### src/pkg/cxe_defs.vh
`ifndef CXE_DEFS_VH
`define CXE_DEFS_VH

// register indices on the plain register port
`define CXE_IDX_STATUS 4'h0
`define CXE_IDX_CAUSE 4'h1
`define CXE_IDX_EPC 4'h2
`define CXE_IDX_ERROR_EPC 4'h3
`define CXE_IDX_FAULTING_VADDR 4'h4
`define CXE_IDX_CONTEXT 4'h5
`define CXE_IDX_WIDE_PTE_CONTEXT 4'h6
`define CXE_IDX_ENTRY_HI 4'h7
`define CXE_IDX_ENTRY_LO 4'h8
`define CXE_IDX_RANDOM 4'h9

// status fields
`define CXE_ST_IE 0
`define CXE_ST_EXL 1
`define CXE_ST_ERL 2
`define CXE_ST_KSU 4:3
`define CXE_ST_UX 5
`define CXE_ST_SX 6
`define CXE_ST_KX 7
`define CXE_ST_SR 20
`define CXE_ST_BEV 22
`define CXE_ST_WMASK 64'h0000_0000_0050_00ff
`define CXE_ST_RESET 64'h0000_0000_0040_0004

// cause fields
`define CXE_CA_CODE 6:2
`define CXE_CA_BD 31

// context, wide context and entry-high fields
`define CXE_CTX_VPN 22:4
`define CXE_CTX_WMASK 64'hffff_ffff_ff80_0000
`define CXE_XCTX_VPN 30:4
`define CXE_XCTX_REGION 32:31
`define CXE_XCTX_WMASK 64'hffff_fffe_0000_0000
`define CXE_EH_VPN 39:13
`define CXE_EH_R 63:62
`define CXE_EH_WMASK 64'hc000_00ff_ffff_e0ff

// virtual address slices
`define CXE_VA_VPN32 31:13
`define CXE_VA_VPN64 39:13
`define CXE_VA_REGION 63:62

// exception codes
`define CXE_CODE_TLB_LOAD 5'h02
`define CXE_CODE_TLB_STORE 5'h03
`define CXE_CODE_ADDR_LOAD 5'h04
`define CXE_CODE_ADDR_STORE 5'h05

// privilege modes in the ksu field
`define CXE_MODE_KERNEL 2'h0
`define CXE_MODE_SUPER 2'h1
`define CXE_MODE_USER 2'h2

// access sizes
`define CXE_SIZE_HALF 2'h1
`define CXE_SIZE_WORD 2'h2
`define CXE_SIZE_DWORD 2'h3

// vectors
`define CXE_VEC_RESET 64'hffff_ffff_bfc0_0000
`define CXE_VEC_REFILL_BOOT 64'hffff_ffff_bfc0_0200
`define CXE_VEC_XREFILL_BOOT 64'hffff_ffff_bfc0_0280
`define CXE_VEC_COMMON_BOOT 64'hffff_ffff_bfc0_0380
`define CXE_VEC_REFILL 64'hffff_ffff_8000_0000
`define CXE_VEC_XREFILL 64'hffff_ffff_8000_0080
`define CXE_VEC_COMMON 64'hffff_ffff_8000_0180

`endif

### src/rtl/cxe_pin_sync.v
`timescale 1ns/1ps
`default_nettype none

module cxe_pin_sync
(
  input wire clk,
  input wire rst_b,
  input wire pin_b,
  output reg level_b,
  output wire fall,
  output wire rise
);

  reg meta_reg;
  reg sync_reg;

  // pins idle high, so reset to the inactive level to avoid a false edge
  always @(posedge clk or negedge rst_b)
  begin
    if (!rst_b)
    begin
      meta_reg <= 1'b1;
      sync_reg <= 1'b1;
      level_b <= 1'b1;
    end
    else
    begin
      meta_reg <= pin_b;
      sync_reg <= meta_reg;
      level_b <= sync_reg;
    end
  end

  assign fall = level_b & ~sync_reg;
  assign rise = ~level_b & sync_reg;

endmodule
`default_nettype wire

### src/rtl/cxe_addr_check.v
`timescale 1ns/1ps
`default_nettype none
`include "cxe_defs.vh"

module cxe_addr_check
(
  input wire [63:0] vaddr,
  input wire [1:0] size,
  input wire fetch,
  input wire load,
  input wire store,
  input wire mapped,
  input wire tlb_hit,
  input wire tlb_valid,
  input wire [1:0] mode,
  input wire kernel_wide_addr,
  input wire supervisor_wide_addr,
  input wire user_wide_addr,
  output wire addr_err,
  output wire refill,
  output wire invalid,
  output wire wide
);

  wire access;
  wire misaligned;
  wire user_seg;
  wire super_seg;
  wire illegal;

  assign access = fetch | load | store;
  assign wide = (mode == `CXE_MODE_USER) ? user_wide_addr :
                (mode == `CXE_MODE_SUPER) ? supervisor_wide_addr : kernel_wide_addr;

  assign misaligned = (size == `CXE_SIZE_DWORD && vaddr[2:0] != 3'h0) ||
                      (size == `CXE_SIZE_WORD && vaddr[1:0] != 2'h0) ||
                      (size == `CXE_SIZE_HALF && vaddr[0] != 1'b0);

  // 32-bit segments are the sign-extended low and sseg windows
  assign user_seg = wide ? (vaddr[63:62] == 2'h0) : (vaddr[63:31] == 33'h0);
  assign super_seg = user_seg | (wide ? (vaddr[63:62] == 2'h1) :
                     (vaddr[63:29] == {32'hffff_ffff, 3'h6}));
  assign illegal = (mode == `CXE_MODE_USER && !user_seg) ||
                   (mode == `CXE_MODE_SUPER && !super_seg);

  assign addr_err = access & (misaligned | illegal);
  // translation faults only count once the address itself is legal
  assign refill = access & ~addr_err & mapped & ~tlb_hit;
  assign invalid = access & ~addr_err & mapped & tlb_hit & ~tlb_valid;

endmodule
`default_nettype wire

### src/rtl/cxe_exception_entry.v
`timescale 1ns/1ps
`default_nettype none
`include "cxe_defs.vh"

//Contract
// - soft reset taken after pin released
// - reset and nmi use uncached boot vector
// - error_restart_pc gets restart or branch pc
// - set error level, soft reset, boot select
// - soft reset aborts cache and bus work
// - nmi on falling edge, ignores masks
// - nmi waits for an instruction boundary
// - misalignment or privilege violation raises address error
// - address error: common vector, load/store code
// - address error loads faulting_vaddr
// - exception_pc and delay flag only when exl clear
// - mapped miss raises tlb refill
// - refill vector width from mode wide bit
// - refill with exl set uses common vector
// - tlb faults write load or store code
// - tlb faults load translation registers
// - invalid entry hit raises invalid via common
// - boot select picks vector bank
// - m stage exception beats e stage
module cxe_exception_entry
#(
  parameter TLB_ENTRIES = 32,
  parameter RAND_W = 6
)
(
  input wire clk,
  input wire rst_b,
  input wire soft_reset_pin_b,
  input wire nmi_pin_b,
  input wire m_valid,
  input wire m_boundary,
  input wire [63:0] m_pc,
  input wire m_in_delay_slot,
  input wire [63:0] m_branch_pc,
  input wire m_fetch,
  input wire m_load,
  input wire m_store,
  input wire [1:0] m_size,
  input wire [63:0] m_vaddr,
  input wire m_mapped,
  input wire m_tlb_hit,
  input wire m_tlb_valid,
  input wire e_valid,
  input wire [63:0] e_pc,
  input wire e_in_delay_slot,
  input wire [63:0] e_branch_pc,
  input wire e_fetch,
  input wire e_load,
  input wire e_store,
  input wire [1:0] e_size,
  input wire [63:0] e_vaddr,
  input wire e_mapped,
  input wire e_tlb_hit,
  input wire e_tlb_valid,
  input wire [3:0] reg_addr,
  input wire [63:0] reg_wdata,
  input wire reg_wr,
  input wire reg_rd,
  output reg [63:0] reg_rdata,
  output reg redirect_valid,
  output reg [63:0] redirect_pc,
  output reg abort_ops
);

  reg [63:0] status_reg;
  reg [63:0] status_next;
  reg [4:0] code_reg;
  reg [4:0] code_next;
  reg bd_reg;
  reg bd_next;
  reg [63:0] epc_reg;
  reg [63:0] epc_next;
  reg [63:0] err_epc_reg;
  reg [63:0] err_epc_next;
  reg [63:0] faulting_vaddr_reg;
  reg [63:0] faulting_vaddr_next;
  reg [63:0] context_reg;
  reg [63:0] context_next;
  reg [63:0] wide_pte_context_reg;
  reg [63:0] wide_pte_context_next;
  reg [63:0] entry_hi_reg;
  reg [63:0] entry_hi_next;
  reg [63:0] entry_lo_reg;
  reg [RAND_W-1:0] random_reg;
  reg nmi_pend_reg;
  reg [63:0] vec;
  reg [63:0] rdata_next;

  wire sr_rise;
  wire nmi_fall;
  wire m_adr;
  wire m_refill;
  wire m_invalid;
  wire m_wide;
  wire e_adr;
  wire e_refill;
  wire e_invalid;
  wire e_wide;
  wire m_exc;
  wire e_exc;
  wire take_sr;
  wire take_nmi;
  wire take_m;
  wire take_e;
  wire take_gen;
  wire exception_level_bit;
  wire boot_vector_select;
  wire [63:0] restart_pc;
  wire [63:0] g_pc;
  wire g_delay;
  wire [63:0] g_branch_pc;
  wire [63:0] g_vaddr;
  wire g_store;
  wire g_adr;
  wire g_refill;
  wire g_wide;
  localparam [31:0] RAND_TOP = TLB_ENTRIES - 1;

  assign exception_level_bit = status_reg[`CXE_ST_EXL];
  assign boot_vector_select = status_reg[`CXE_ST_BEV];

  cxe_pin_sync u_sr_sync
  (
    .clk(clk),
    .rst_b(rst_b),
    .pin_b(soft_reset_pin_b),
    .level_b(),
    .fall(),
    .rise(sr_rise)
  );

  cxe_pin_sync u_nmi_sync
  (
    .clk(clk),
    .rst_b(rst_b),
    .pin_b(nmi_pin_b),
    .level_b(),
    .fall(nmi_fall),
    .rise()
  );

  cxe_addr_check u_m_check
  (
    .vaddr(m_vaddr),
    .size(m_size),
    .fetch(m_fetch),
    .load(m_load),
    .store(m_store),
    .mapped(m_mapped),
    .tlb_hit(m_tlb_hit),
    .tlb_valid(m_tlb_valid),
    .mode(status_reg[`CXE_ST_KSU]),
    .kernel_wide_addr(status_reg[`CXE_ST_KX]),
    .supervisor_wide_addr(status_reg[`CXE_ST_SX]),
    .user_wide_addr(status_reg[`CXE_ST_UX]),
    .addr_err(m_adr),
    .refill(m_refill),
    .invalid(m_invalid),
    .wide(m_wide)
  );

  cxe_addr_check u_e_check
  (
    .vaddr(e_vaddr),
    .size(e_size),
    .fetch(e_fetch),
    .load(e_load),
    .store(e_store),
    .mapped(e_mapped),
    .tlb_hit(e_tlb_hit),
    .tlb_valid(e_tlb_valid),
    .mode(status_reg[`CXE_ST_KSU]),
    .kernel_wide_addr(status_reg[`CXE_ST_KX]),
    .supervisor_wide_addr(status_reg[`CXE_ST_SX]),
    .user_wide_addr(status_reg[`CXE_ST_UX]),
    .addr_err(e_adr),
    .refill(e_refill),
    .invalid(e_invalid),
    .wide(e_wide)
  );

  assign m_exc = m_valid & (m_adr | m_refill | m_invalid);
  assign e_exc = e_valid & (e_adr | e_refill | e_invalid);

  // soft reset is taken as the pin is released; it does not wait for a boundary
  assign take_sr = sr_rise;
  // nmi ignores ie, exl and erl but still waits for a clean boundary
  assign take_nmi = ~take_sr & nmi_pend_reg & m_boundary;
  assign take_m = ~take_sr & ~take_nmi & m_exc;
  assign take_e = ~take_sr & ~take_nmi & ~m_exc & e_exc;
  assign take_gen = take_m | take_e;

  assign restart_pc = m_in_delay_slot ? m_branch_pc : m_pc;

  assign g_pc = take_e ? e_pc : m_pc;
  assign g_delay = take_e ? e_in_delay_slot : m_in_delay_slot;
  assign g_branch_pc = take_e ? e_branch_pc : m_branch_pc;
  assign g_vaddr = take_e ? e_vaddr : m_vaddr;
  assign g_store = take_e ? e_store : m_store;
  assign g_adr = take_e ? e_adr : m_adr;
  assign g_refill = take_e ? e_refill : m_refill;
  assign g_wide = take_e ? e_wide : m_wide;

  always @*
  begin
    if (take_sr || take_nmi)
      vec = `CXE_VEC_RESET;
    else if (g_refill && !exception_level_bit)
    begin
      if (g_wide)
        vec = boot_vector_select ? `CXE_VEC_XREFILL_BOOT : `CXE_VEC_XREFILL;
      else
        vec = boot_vector_select ? `CXE_VEC_REFILL_BOOT : `CXE_VEC_REFILL;
    end
    else
      vec = boot_vector_select ? `CXE_VEC_COMMON_BOOT : `CXE_VEC_COMMON;
  end

  always @*
  begin
    status_next = status_reg;
    code_next = code_reg;
    bd_next = bd_reg;
    epc_next = epc_reg;
    err_epc_next = err_epc_reg;
    faulting_vaddr_next = faulting_vaddr_reg;
    context_next = context_reg;
    wide_pte_context_next = wide_pte_context_reg;
    entry_hi_next = entry_hi_reg;
    if (reg_wr)
    begin
      case (reg_addr)
        `CXE_IDX_STATUS:
          status_next = reg_wdata & `CXE_ST_WMASK;
        `CXE_IDX_EPC:
          epc_next = reg_wdata;
        `CXE_IDX_ERROR_EPC:
          err_epc_next = reg_wdata;
        `CXE_IDX_CONTEXT:
          context_next = (reg_wdata & `CXE_CTX_WMASK) | (context_reg & ~`CXE_CTX_WMASK);
        `CXE_IDX_WIDE_PTE_CONTEXT:
          wide_pte_context_next = (reg_wdata & `CXE_XCTX_WMASK) | (wide_pte_context_reg & ~`CXE_XCTX_WMASK);
        `CXE_IDX_ENTRY_HI:
          entry_hi_next = reg_wdata & `CXE_EH_WMASK;
        default:
          status_next = status_reg;
      endcase
    end
    // an exception in the same cycle overrides a software write to its fields
    if (take_sr || take_nmi)
    begin
      err_epc_next = restart_pc;
      status_next[`CXE_ST_ERL] = 1'b1;
      status_next[`CXE_ST_SR] = 1'b1;
      status_next[`CXE_ST_BEV] = 1'b1;
    end
    else if (take_gen)
    begin
      if (g_adr)
        code_next = g_store ? `CXE_CODE_ADDR_STORE : `CXE_CODE_ADDR_LOAD;
      else
        code_next = g_store ? `CXE_CODE_TLB_STORE : `CXE_CODE_TLB_LOAD;
      faulting_vaddr_next = g_vaddr;
      if (!exception_level_bit)
      begin
        epc_next = g_delay ? g_branch_pc : g_pc;
        bd_next = g_delay;
      end
      status_next[`CXE_ST_EXL] = 1'b1;
      if (!g_adr)
      begin
        context_next[`CXE_CTX_VPN] = g_vaddr[`CXE_VA_VPN32];
        wide_pte_context_next[`CXE_XCTX_VPN] = g_vaddr[`CXE_VA_VPN64];
        wide_pte_context_next[`CXE_XCTX_REGION] = g_vaddr[`CXE_VA_REGION];
        // address_space_id field is left as is: it already names the faulting space
        entry_hi_next[`CXE_EH_VPN] = g_vaddr[`CXE_VA_VPN64];
        entry_hi_next[`CXE_EH_R] = g_vaddr[`CXE_VA_REGION];
      end
    end
  end

  always @*
  begin
    rdata_next = 64'h0;
    if (reg_rd)
    begin
      case (reg_addr)
        `CXE_IDX_STATUS:
          rdata_next = status_reg;
        `CXE_IDX_CAUSE:
          rdata_next = {32'h0, bd_reg, 24'h0, code_reg, 2'h0};
        `CXE_IDX_EPC:
          rdata_next = epc_reg;
        `CXE_IDX_ERROR_EPC:
          rdata_next = err_epc_reg;
        `CXE_IDX_FAULTING_VADDR:
          rdata_next = faulting_vaddr_reg;
        `CXE_IDX_CONTEXT:
          rdata_next = context_reg;
        `CXE_IDX_WIDE_PTE_CONTEXT:
          rdata_next = wide_pte_context_reg;
        `CXE_IDX_ENTRY_HI:
          rdata_next = entry_hi_reg;
        `CXE_IDX_ENTRY_LO:
          rdata_next = entry_lo_reg;
        `CXE_IDX_RANDOM:
          rdata_next = {{(64-RAND_W){1'b0}}, random_reg};
        default:
          rdata_next = 64'h0;
      endcase
    end
  end

  always @(posedge clk or negedge rst_b)
  begin
    if (!rst_b)
    begin
      status_reg <= `CXE_ST_RESET;
      code_reg <= 5'h0;
      bd_reg <= 1'b0;
      epc_reg <= 64'h0;
      err_epc_reg <= 64'h0;
      faulting_vaddr_reg <= 64'h0;
      context_reg <= 64'h0;
      wide_pte_context_reg <= 64'h0;
      entry_hi_reg <= 64'h0;
      entry_lo_reg <= 64'h0;
      random_reg <= {RAND_W{1'b0}};
      nmi_pend_reg <= 1'b0;
      reg_rdata <= 64'h0;
      redirect_valid <= 1'b0;
      redirect_pc <= 64'h0;
      abort_ops <= 1'b0;
    end
    else
    begin
      status_reg <= status_next;
      code_reg <= code_next;
      bd_reg <= bd_next;
      epc_reg <= epc_next;
      err_epc_reg <= err_epc_next;
      faulting_vaddr_reg <= faulting_vaddr_next;
      context_reg <= context_next;
      wide_pte_context_reg <= wide_pte_context_next;
      entry_hi_reg <= entry_hi_next;
      // entry low is left untouched by faults; its content is undefined then
      if (reg_wr && reg_addr == `CXE_IDX_ENTRY_LO)
        entry_lo_reg <= reg_wdata;
      // free-running so the replacement index is always a legal entry
      if (random_reg == {RAND_W{1'b0}})
        random_reg <= RAND_TOP[RAND_W-1:0];
      else
        random_reg <= random_reg - 1'b1;
      // a new falling edge in the take cycle re-arms the request
      nmi_pend_reg <= nmi_fall | (nmi_pend_reg & ~take_nmi);
      reg_rdata <= rdata_next;
      redirect_valid <= take_sr | take_nmi | take_gen;
      redirect_pc <= vec;
      abort_ops <= take_sr;
    end
  end

endmodule
`default_nettype wire

### config.mk
export PLATFORM = sky130hd
export DESIGN_NAME = cxe_exception_entry
export DESIGN_NICKNAME = d
export VERILOG_FILES = /design/src/rtl/cxe_pin_sync.v /design/src/rtl/cxe_addr_check.v /design/src/rtl/cxe_exception_entry.v
export VERILOG_INCLUDE_DIRS = /design/src /design/src/pkg
export SDC_FILE = /design/constraint.sdc
export NUM_CORES = 1
export LEC_CHECK = 0
export BUFFER_PORTS_ARGS = -buffer_cell sky130_fd_sc_hd__buf_2
export CAP_MARGIN = 15
export CORE_AREA = 2 2 265 293
export CTS_CLUSTER_DIAMETER = 150
export DETAILED_ROUTE_END_ITERATION = 8
export DIE_AREA = 0 0 267 295
export GPL_TIMING_DRIVEN = 0
export PLACE_DENSITY_LB_ADDON = 0.1
export SLEW_MARGIN = 5
export SYNTH_ARGS = -nofsm -noshare
export SYNTH_HDL_FRONTEND = slang
export SYNTH_SLANG_ARGS = --single-unit
### constraint.sdc
create_clock -name clk -period 5.9 [get_ports clk]
set_input_delay 1.18 -clock clk [delete_from_list [all_inputs] [get_ports clk]]
set_output_delay 1.18 -clock clk [all_outputs]
set_load 0.03 [all_outputs]
Word level (Yosys, flattened, before mapping)
Cells that the tools add are included.
{"block": "classes", "n_addsub": 1, "multipliers": 0, "div_mod_pow": 0, "magnitude_cmp": 0, "n_eq_ne": 21, "n_shift": 0, "n_mux": 60, "bitwise": 54, "n_reduce_logical": 45}
{"op": "64-bit two-way mux", "n": 17}
{"op": "64-bit case mux with 10 select lines", "n": 1}
{"op": "30-bit two-way mux", "n": 5}
{"op": "23-bit two-way mux", "n": 4}
{"op": "29-bit two-way mux", "n": 3}
{"op": "27-bit two-way mux", "n": 3}
{"op": "35-bit equality test, second input constant", "n": 2}
{"op": "33-bit logical NOT", "n": 2}
{"op": "33-bit two-way mux", "n": 2}
{"op": "64-bit by 23-bit bitwise OR with 64-bit output", "n": 1}
{"op": "64-bit by 33-bit bitwise OR with 64-bit output", "n": 1}
{"op": "19-bit two-way mux", "n": 3}
{"op": "1-bit bitwise AND", "n": 23}
{"op": "1-bit two-way mux", "n": 17}
{"op": "4-bit by 3-bit equality test with 1-bit output, second input constant", "n": 4}
{"op": "1-bit bitwise OR", "n": 16}
{"op": "2-bit AND reduction", "n": 7}
{"op": "1-bit inverter", "n": 13}
{"op": "1-bit logical AND", "n": 12}
{"op": "2-bit by 1-bit equality test with 1-bit output, second input constant", "n": 5}
{"op": "2-bit equality test, second input constant", "n": 5}
{"op": "2-bit nonzero test", "n": 5}
{"op": "4-bit by 2-bit equality test with 1-bit output, second input constant", "n": 2}
{"op": "4-bit equality test, second input constant", "n": 2}
{"op": "other kinds (12)", "n": 26}
{"block": "word_totals", "register_bits": 580, "latchBits": 0, "ramBits": 0, "rom_bits": 0, "input_bits": 479, "output_inout_bits": 130, "elab_cells": 208, "memories": 0}

Logic depth before layout (Yosys ltp)
{"block": "logic_depth", "depth_word": 25, "ltp_mapped": 11, "ltp_nobuf": 8}

Hierarchy
Synthesis repeated with hierarchy kept, for this count alone.
{"block": "unflattened", "cells_unflattened": 2423, "area_unflattened_um2": 25813.5}
{"module": "cxe_exception_entry", "n_inst": 1, "cells_per_inst": 2335, "area_each_um2": 25027.8, "seq_area_each_um2": 12164.2}
{"module": "cxe_addr_check", "n_inst": 2, "cells_per_inst": 39, "area_each_um2": 299.0, "seq_area_each_um2": 0.0}
{"module": "cxe_pin_sync", "n_inst": 2, "cells_per_inst": 5, "area_each_um2": 93.8, "seq_area_each_um2": 78.8}

Least setup slack after synthesis
Ideal clock, no wire load.
{"block": "synth_path", "path_type": "input port to flip-flop", "from": "in m_vaddr[63]", "to": "reg epc_reg[44]", "setup_time_ns": 0.120, "arrival_time_ns": 3.263, "required_time_ns": 5.780, "setup_slack_ns": 2.517, "stages": 11, "n_path_buf": 3, "path_cell_list": "or4_1 nor3_1 nand4_1 a31oi_1 a21o_1 and3_1 buf_2 buf_4 buf_2 nand2_1 a31o_2"}
{"block": "synth_via", "elab_chain_cells": 23}
{"element": "from (decl)", "line": "cxe_exception_entry.v:44", "rtl": "input wire [63:0] m_vaddr,"}
{"element": "35-bit equality test, or another cell as far along", "line": "cxe_addr_check.v:42", "rtl": "(vaddr[63:29] == {32'hffff_ffff, 3'h6}));"}
{"element": "1-bit two-way mux (on tied branches)", "line": "cxe_addr_check.v:41, cxe_addr_check.v:40"}
{"element": "1-bit bitwise OR", "line": "cxe_addr_check.v:41", "rtl": "assign super_seg = user_seg | (wide ? (vaddr[63:62] == 2'h1) :"}
{"element": "1-bit logical NOT", "line": "cxe_addr_check.v:44", "rtl": "(mode == `CXE_MODE_SUPER && !super_seg);"}
{"element": "1-bit logical AND", "line": "cxe_addr_check.v:44"}
{"element": "1-bit logical OR (*)", "line": "cxe_addr_check.v:43", "rtl": "assign illegal = (mode == `CXE_MODE_USER && !user_seg) ||"}
{"element": "1-bit bitwise OR (*)", "line": "cxe_addr_check.v:46", "rtl": "assign addr_err = access & (misaligned | illegal);"}
{"element": "1-bit bitwise AND (*)", "line": "cxe_addr_check.v:46"}
{"element": "[... 7 more ...]"}
{"element": "1-bit inverter", "line": "cxe_exception_entry.v:195", "rtl": "assign take_e = ~take_sr & ~take_nmi & ~m_exc & e_exc;"}
{"element": "1-bit bitwise AND (2 in a row)", "line": "cxe_exception_entry.v:195"}
{"element": "64-bit two-way mux, or another cell as far along", "line": "cxe_exception_entry.v:200", "rtl": "assign g_pc = take_e ? e_pc : m_pc;"}
{"element": "64-bit two-way mux", "line": "cxe_exception_entry.v:271", "rtl": "epc_next = g_delay ? g_branch_pc : g_pc;"}
{"element": "64-bit two-way mux", "line": "cxe_exception_entry.v:269", "rtl": "if (!exception_level_bit)"}
{"element": "64-bit two-way mux (*)", "line": "cxe_exception_entry.v:262", "rtl": "else if (take_gen)"}
{"element": "64-bit two-way mux (*)", "line": "cxe_exception_entry.v:255", "rtl": "if (take_sr || take_nmi)"}
{"element": "named net epc_next[44]", "line": "cxe_exception_entry.v:77", "rtl": "reg [63:0] epc_next;"}
{"element": "to (signal assigned)", "line": "cxe_exception_entry.v:345", "rtl": "epc_reg <= epc_next;"}
{"element": "to (decl)", "line": "cxe_exception_entry.v:76", "rtl": "reg [63:0] epc_reg;"}
Mark *: on every way through the listed nets, which the timed path passes. The rest lies on a longest branch.
A chain may end at the register's enable or synchronous reset.

Final worst setup path
{"block": "layout_path", "from": "in m_vaddr[60]", "to": "reg faulting_vaddr_reg[18]"}
{"block": "layout_via", "elab_chain_cells": 20}
{"element": "35-bit equality test / 33-bit logical NOT (equally long branches)", "line": "cxe_addr_check.v:42, cxe_addr_check.v:40"}
{"element": "1-bit two-way mux (on tied branches)", "line": "cxe_addr_check.v:41, cxe_addr_check.v:40"}
{"element": "1-bit bitwise OR", "line": "cxe_addr_check.v:41"}
{"element": "1-bit logical NOT", "line": "cxe_addr_check.v:44"}
{"element": "1-bit logical AND", "line": "cxe_addr_check.v:44"}
{"element": "1-bit logical OR (*)", "line": "cxe_addr_check.v:43"}
{"element": "1-bit bitwise OR (*)", "line": "cxe_addr_check.v:46"}
{"element": "1-bit bitwise AND (*)", "line": "cxe_addr_check.v:46"}
{"element": "[... 3 more ...]"}
{"element": "1-bit bitwise AND (on tied branches)", "line": "cxe_addr_check.v:48, cxe_addr_check.v:49"}
{"element": "1-bit bitwise OR / 1-bit bitwise AND (equally long branches)", "line": "cxe_exception_entry.v:187, cxe_addr_check.v:49"}
{"element": "1-bit bitwise OR (*)", "line": "cxe_exception_entry.v:187", "rtl": "assign m_exc = m_valid & (m_adr | m_refill | m_invalid);"}
{"element": "1-bit bitwise AND (*)", "line": "cxe_exception_entry.v:187"}
{"element": "1-bit inverter", "line": "cxe_exception_entry.v:195"}
{"element": "1-bit bitwise AND (2 in a row)", "line": "cxe_exception_entry.v:195"}
{"element": "1-bit bitwise OR", "line": "cxe_exception_entry.v:196", "rtl": "assign take_gen = take_m | take_e;"}
{"element": "2-bit AND reduction (no source line)"}
{"element": "to (signal assigned)", "line": "cxe_exception_entry.v:347", "rtl": "faulting_vaddr_reg <= faulting_vaddr_next;"}
{"element": "to (decl)", "line": "cxe_exception_entry.v:80", "rtl": "reg [63:0] faulting_vaddr_reg;"}
Every way passes the cells marked *; elsewhere a longest branch is shown, timed or not.

==> impl_metrics.py <==
metrics = {
    "critical_path": {
        "worst_path_max_delay_cell": "a31oi_1",
        "r2r-start": "status_reg[3]",
        "worstSetupEndpointType": "flip-flop",
        "crit-reg2reg-capture": "faulting_vaddr_reg[18]",
        "worst_ep_arrival_time_ns": 6.35,
        "cp_cell_sequence": "buf_2, nor4_1, and4_1, nand4_1, a31oi_1, a21o_1, buf_2, nand3_1, buf_2, mux2i_1, o21ai_0",
        "timing.critical_path.from_type": "input port",
        "worst_path_largest_cell_delay_ns": 1.05,
        "worst-setup-path-type": "in2reg",
        "critical_path.most_common_cell": "buf_2",
        "critPathRequiredTime_ns": 6.38,
        "worst_setup_path_endpoint": "faulting_vaddr_reg[18]",
        "r2r_setup_slack_ns": 0.53,
        "cp_startpoint": "m_vaddr[60]",
        "rr_worst_depth": 10,
        "crit_path_max_fanout": 12,
    },
    "cts": {
        "postCtsResizedCells": 0,
        "cts_hold_buffers": 0,
        "htree_num_levels": 2,
        "clock_insertion_delay_worst_skew_ns": 0.63,
        "clkSlewWorstSetupHoldPaths_ns": 0.06,
        "tritoncts.num_buffers": 56,
        "cts_tree": "done",
        "tritoncts_num_sinks": 492,
        "clockRootBuffer": "clkbuf_16",
        "postCtsSetupBuffers": 0,
        "clock_tree.buffer_depth": 3,
    },
    "timing": {
        "tmin_final_ns": 5.87,
        "timing_worst_slew_pin_value_ns": 1.30,
        "fmaxAchievable_ghz": 0.170,
        "count_of_final_setup_violators": 0,
        "fin_setup_tns_ns": 0,
        "unrepaired_setup_endpoints_after_global_routing": "no",
        "hold_viol_final": 0,
        "final_max_slew_viol_count": 0,
        "slew_headroom": 0.130,
        "timing.clock.skew_ns": 0.0267,
        "finalCritPeriodShare": 0.995,
    },
    "status": {
        "status": "complete, no violations",
    },
    "grt": {
        "grt_max_degree": 114,
        "grt_antenna_before_repair": 14,
        "overflow": 0,
        "grt_pass1_vias": 22900,
        "grt_pass1_wl_um": 157000,
        "grt_usage": 0.273,
    },
    "final_layout": {
        "stdcell_area_um2": 31200,
        "layout.cells.most_common": "buf_2",
        "layout.nets": 3567,
        "finish.utilization": 0.412,
        "commonest_non_fill_non_tap_cells_in_the_layout": "buf_2, dfrtp_1, nand2_1",
        "proportion_of_layout_cells_with_a_drive_suffix_above_1": 0.325,
        "area.growth.synth_to_final_pct": 26.1,
    },
    "floorplan": {
        "fp.dieW_um": 267,
        "initial_utilization": 0.327,
        "rows": 106,
        "core_area_um2": 75700,
        "die_footprint_um2": 78800,
        "boundaryPins": 609,
        "fp.dieH_um": 295,
    },
    "power": {
        "total_power_draw_mw": 10.6,
        "total_leakage_power_nw": 14.7,
        "ir_worst_vdd_mv": 0.237,
        "pwr_density_cell_nw_per_um2": 341,
    },
    "synthesis": {
        "synth-edff-count": 0,
        "syn-mean-instance-area_um2": 10.3,
        "synth_cells": 2412,
        "ys.flop_type": "dfrtp_1",
        "yosys_register_bits": 492,
        "share_of_flip_flops_with_an_asynchronous_set_or_reset": 1.00,
        "yosysSeqAreaShare": 0.498,
        "yosysWarningCount": 0,
        "synth_area_um2": 24800,
        "synth_cell_type_count": 48,
    },
    "place": {
        "placedInstanceArea_um2": 29300,
        "gp_congestion": 0.917,
        "port_buffers": 585,
        "dp.final_hpwl_um": 85300,
    },
    "routing": {
        "drt_iter0_drc": 1833,
        "route.vias.total": 22400,
        "vias_per_cell": 5.38,
        "postRouteAntennaNets": 0,
        "drt-wirelength-per-cell_um": 26.4,
        "drc": 0,
        "wl_um": 110000,
        "pre_antenna_drt_iters": 9,
    },
    "worst_hold_path": {
        "hold_path_class": "reg2reg",
    },
    "job": {
        "max-cap-violations": 0,
    },
}
==> cell type report <==
| type | instances | area, um^2 |
|---|---|---|
| Multi-Input combinational cell | 1653 | 11100 |
| Timing Repair Buffer | 597 | 3140 |
| Fill cell | 7591 | 44500 |
| Clock inverter | 14 | 184 |
| Buffer | 244 | 1230 |
| Clock buffer | 88 | 1730 |
| Antenna cell | 11 | 27.5 |
| Tap cell | 1026 | 1280 |
| Inverter | 42 | 158 |
| Sequential cell | 492 | 12300 |
==> how the worst min path moves through the flow <==
stage,startpoint,endpoint,slack (ns),cells after the start
6_report,u_nmi_sync.meta_reg,u_nmi_sync.sync_reg,0.35,0
2_1_floorplan,u_nmi_sync.meta_reg,u_nmi_sync.sync_reg,0.35,0
4_1_cts,u_nmi_sync.meta_reg,u_nmi_sync.sync_reg,0.36,0
5_1_grt,u_nmi_sync.meta_reg,u_nmi_sync.sync_reg,0.36,0
3_3_place_gp,u_nmi_sync.meta_reg,u_nmi_sync.sync_reg,0.35,0
3_5_place_dp,u_nmi_sync.meta_reg,u_nmi_sync.sync_reg,0.35,0
==> metrics by stage <==
step	hold WS, ns	setup WS (ns)	instances
floorplan	0.345	2.52	2431
global placement	0.347	-6.81	4042
detailed placement	0.347	-0.337	4054
CTS	0.356	0.308	4156
global route	0.358	0.107	4158
finish	0.355	0.0298	4167
==> cells by family (layout without fill, tap and decap cells) <==
kind of cell / count (synthesis) / count (layout) / share of synthesized area
AOI/OAI and AO/OA: 609 / 609 / 0.162
and+or+nand+nor: 587 / 587 / 0.100
DFF: 492 / 492 / 0.498
muxes: 434 / 434 / 0.183
buffers and inverters: 286 / 985 / 0.0560
adders and majority gates: 2 / 2 / 0.00101
other: 2 / 32 / 0.000303
==> where the power goes <==
part / internal (mW) / total [mW] / switching, mW / leakage, nW
clock network: 2.18 / 3.65 / 1.48 / 0.947
registers: 4.19 / 4.73 / 0.542 / 6.04
logic: 0.982 / 2.25 / 1.27 / 7.73
total: 7.35 / 10.6 / 3.29 / 14.7
==> cells in the mapped netlist (28+ instances only) <==
library cell,instances,area share
nand3_1,80,0.016
mux2i_1,282,0.11
a22oi_1,126,0.038
nand2_1,422,0.064
o21ai_0,202,0.041
a31oi_1,61,0.015
mux2_2,152,0.069
a222oi_1,43,0.017
buf_2,28,0.0057
dfrtp_1,484,0.49
buf_4,60,0.018
clkbuf_1,134,0.020
inv_1,41,0.0062
a21oi_1,86,0.017
a31o_2,63,0.022
==> critical path: cells and delay by family <==
family | cells | cell delay (ns)
AND/OR/NAND/NOR | 4 | 1.81
buffers and inverters | 3 | 1.15
AO/OA/AOI/OAI | 3 | 1.47
multiplexers | 1 | 0.70
==> routing by layer <==
layer | vias up | global-route usage | share of wire
met4 | 8 | 0.0881 | 0.032
met1 | 11200 | 0.349 | 0.42
li1 | 10100 | - | -
met2 | 922 | 0.470 | 0.49
met3 | 182 | 0.0447 | 0.060
met5 | - | 0 | 0.00046
No activity file was read; power rests on OpenSTA's default activity.
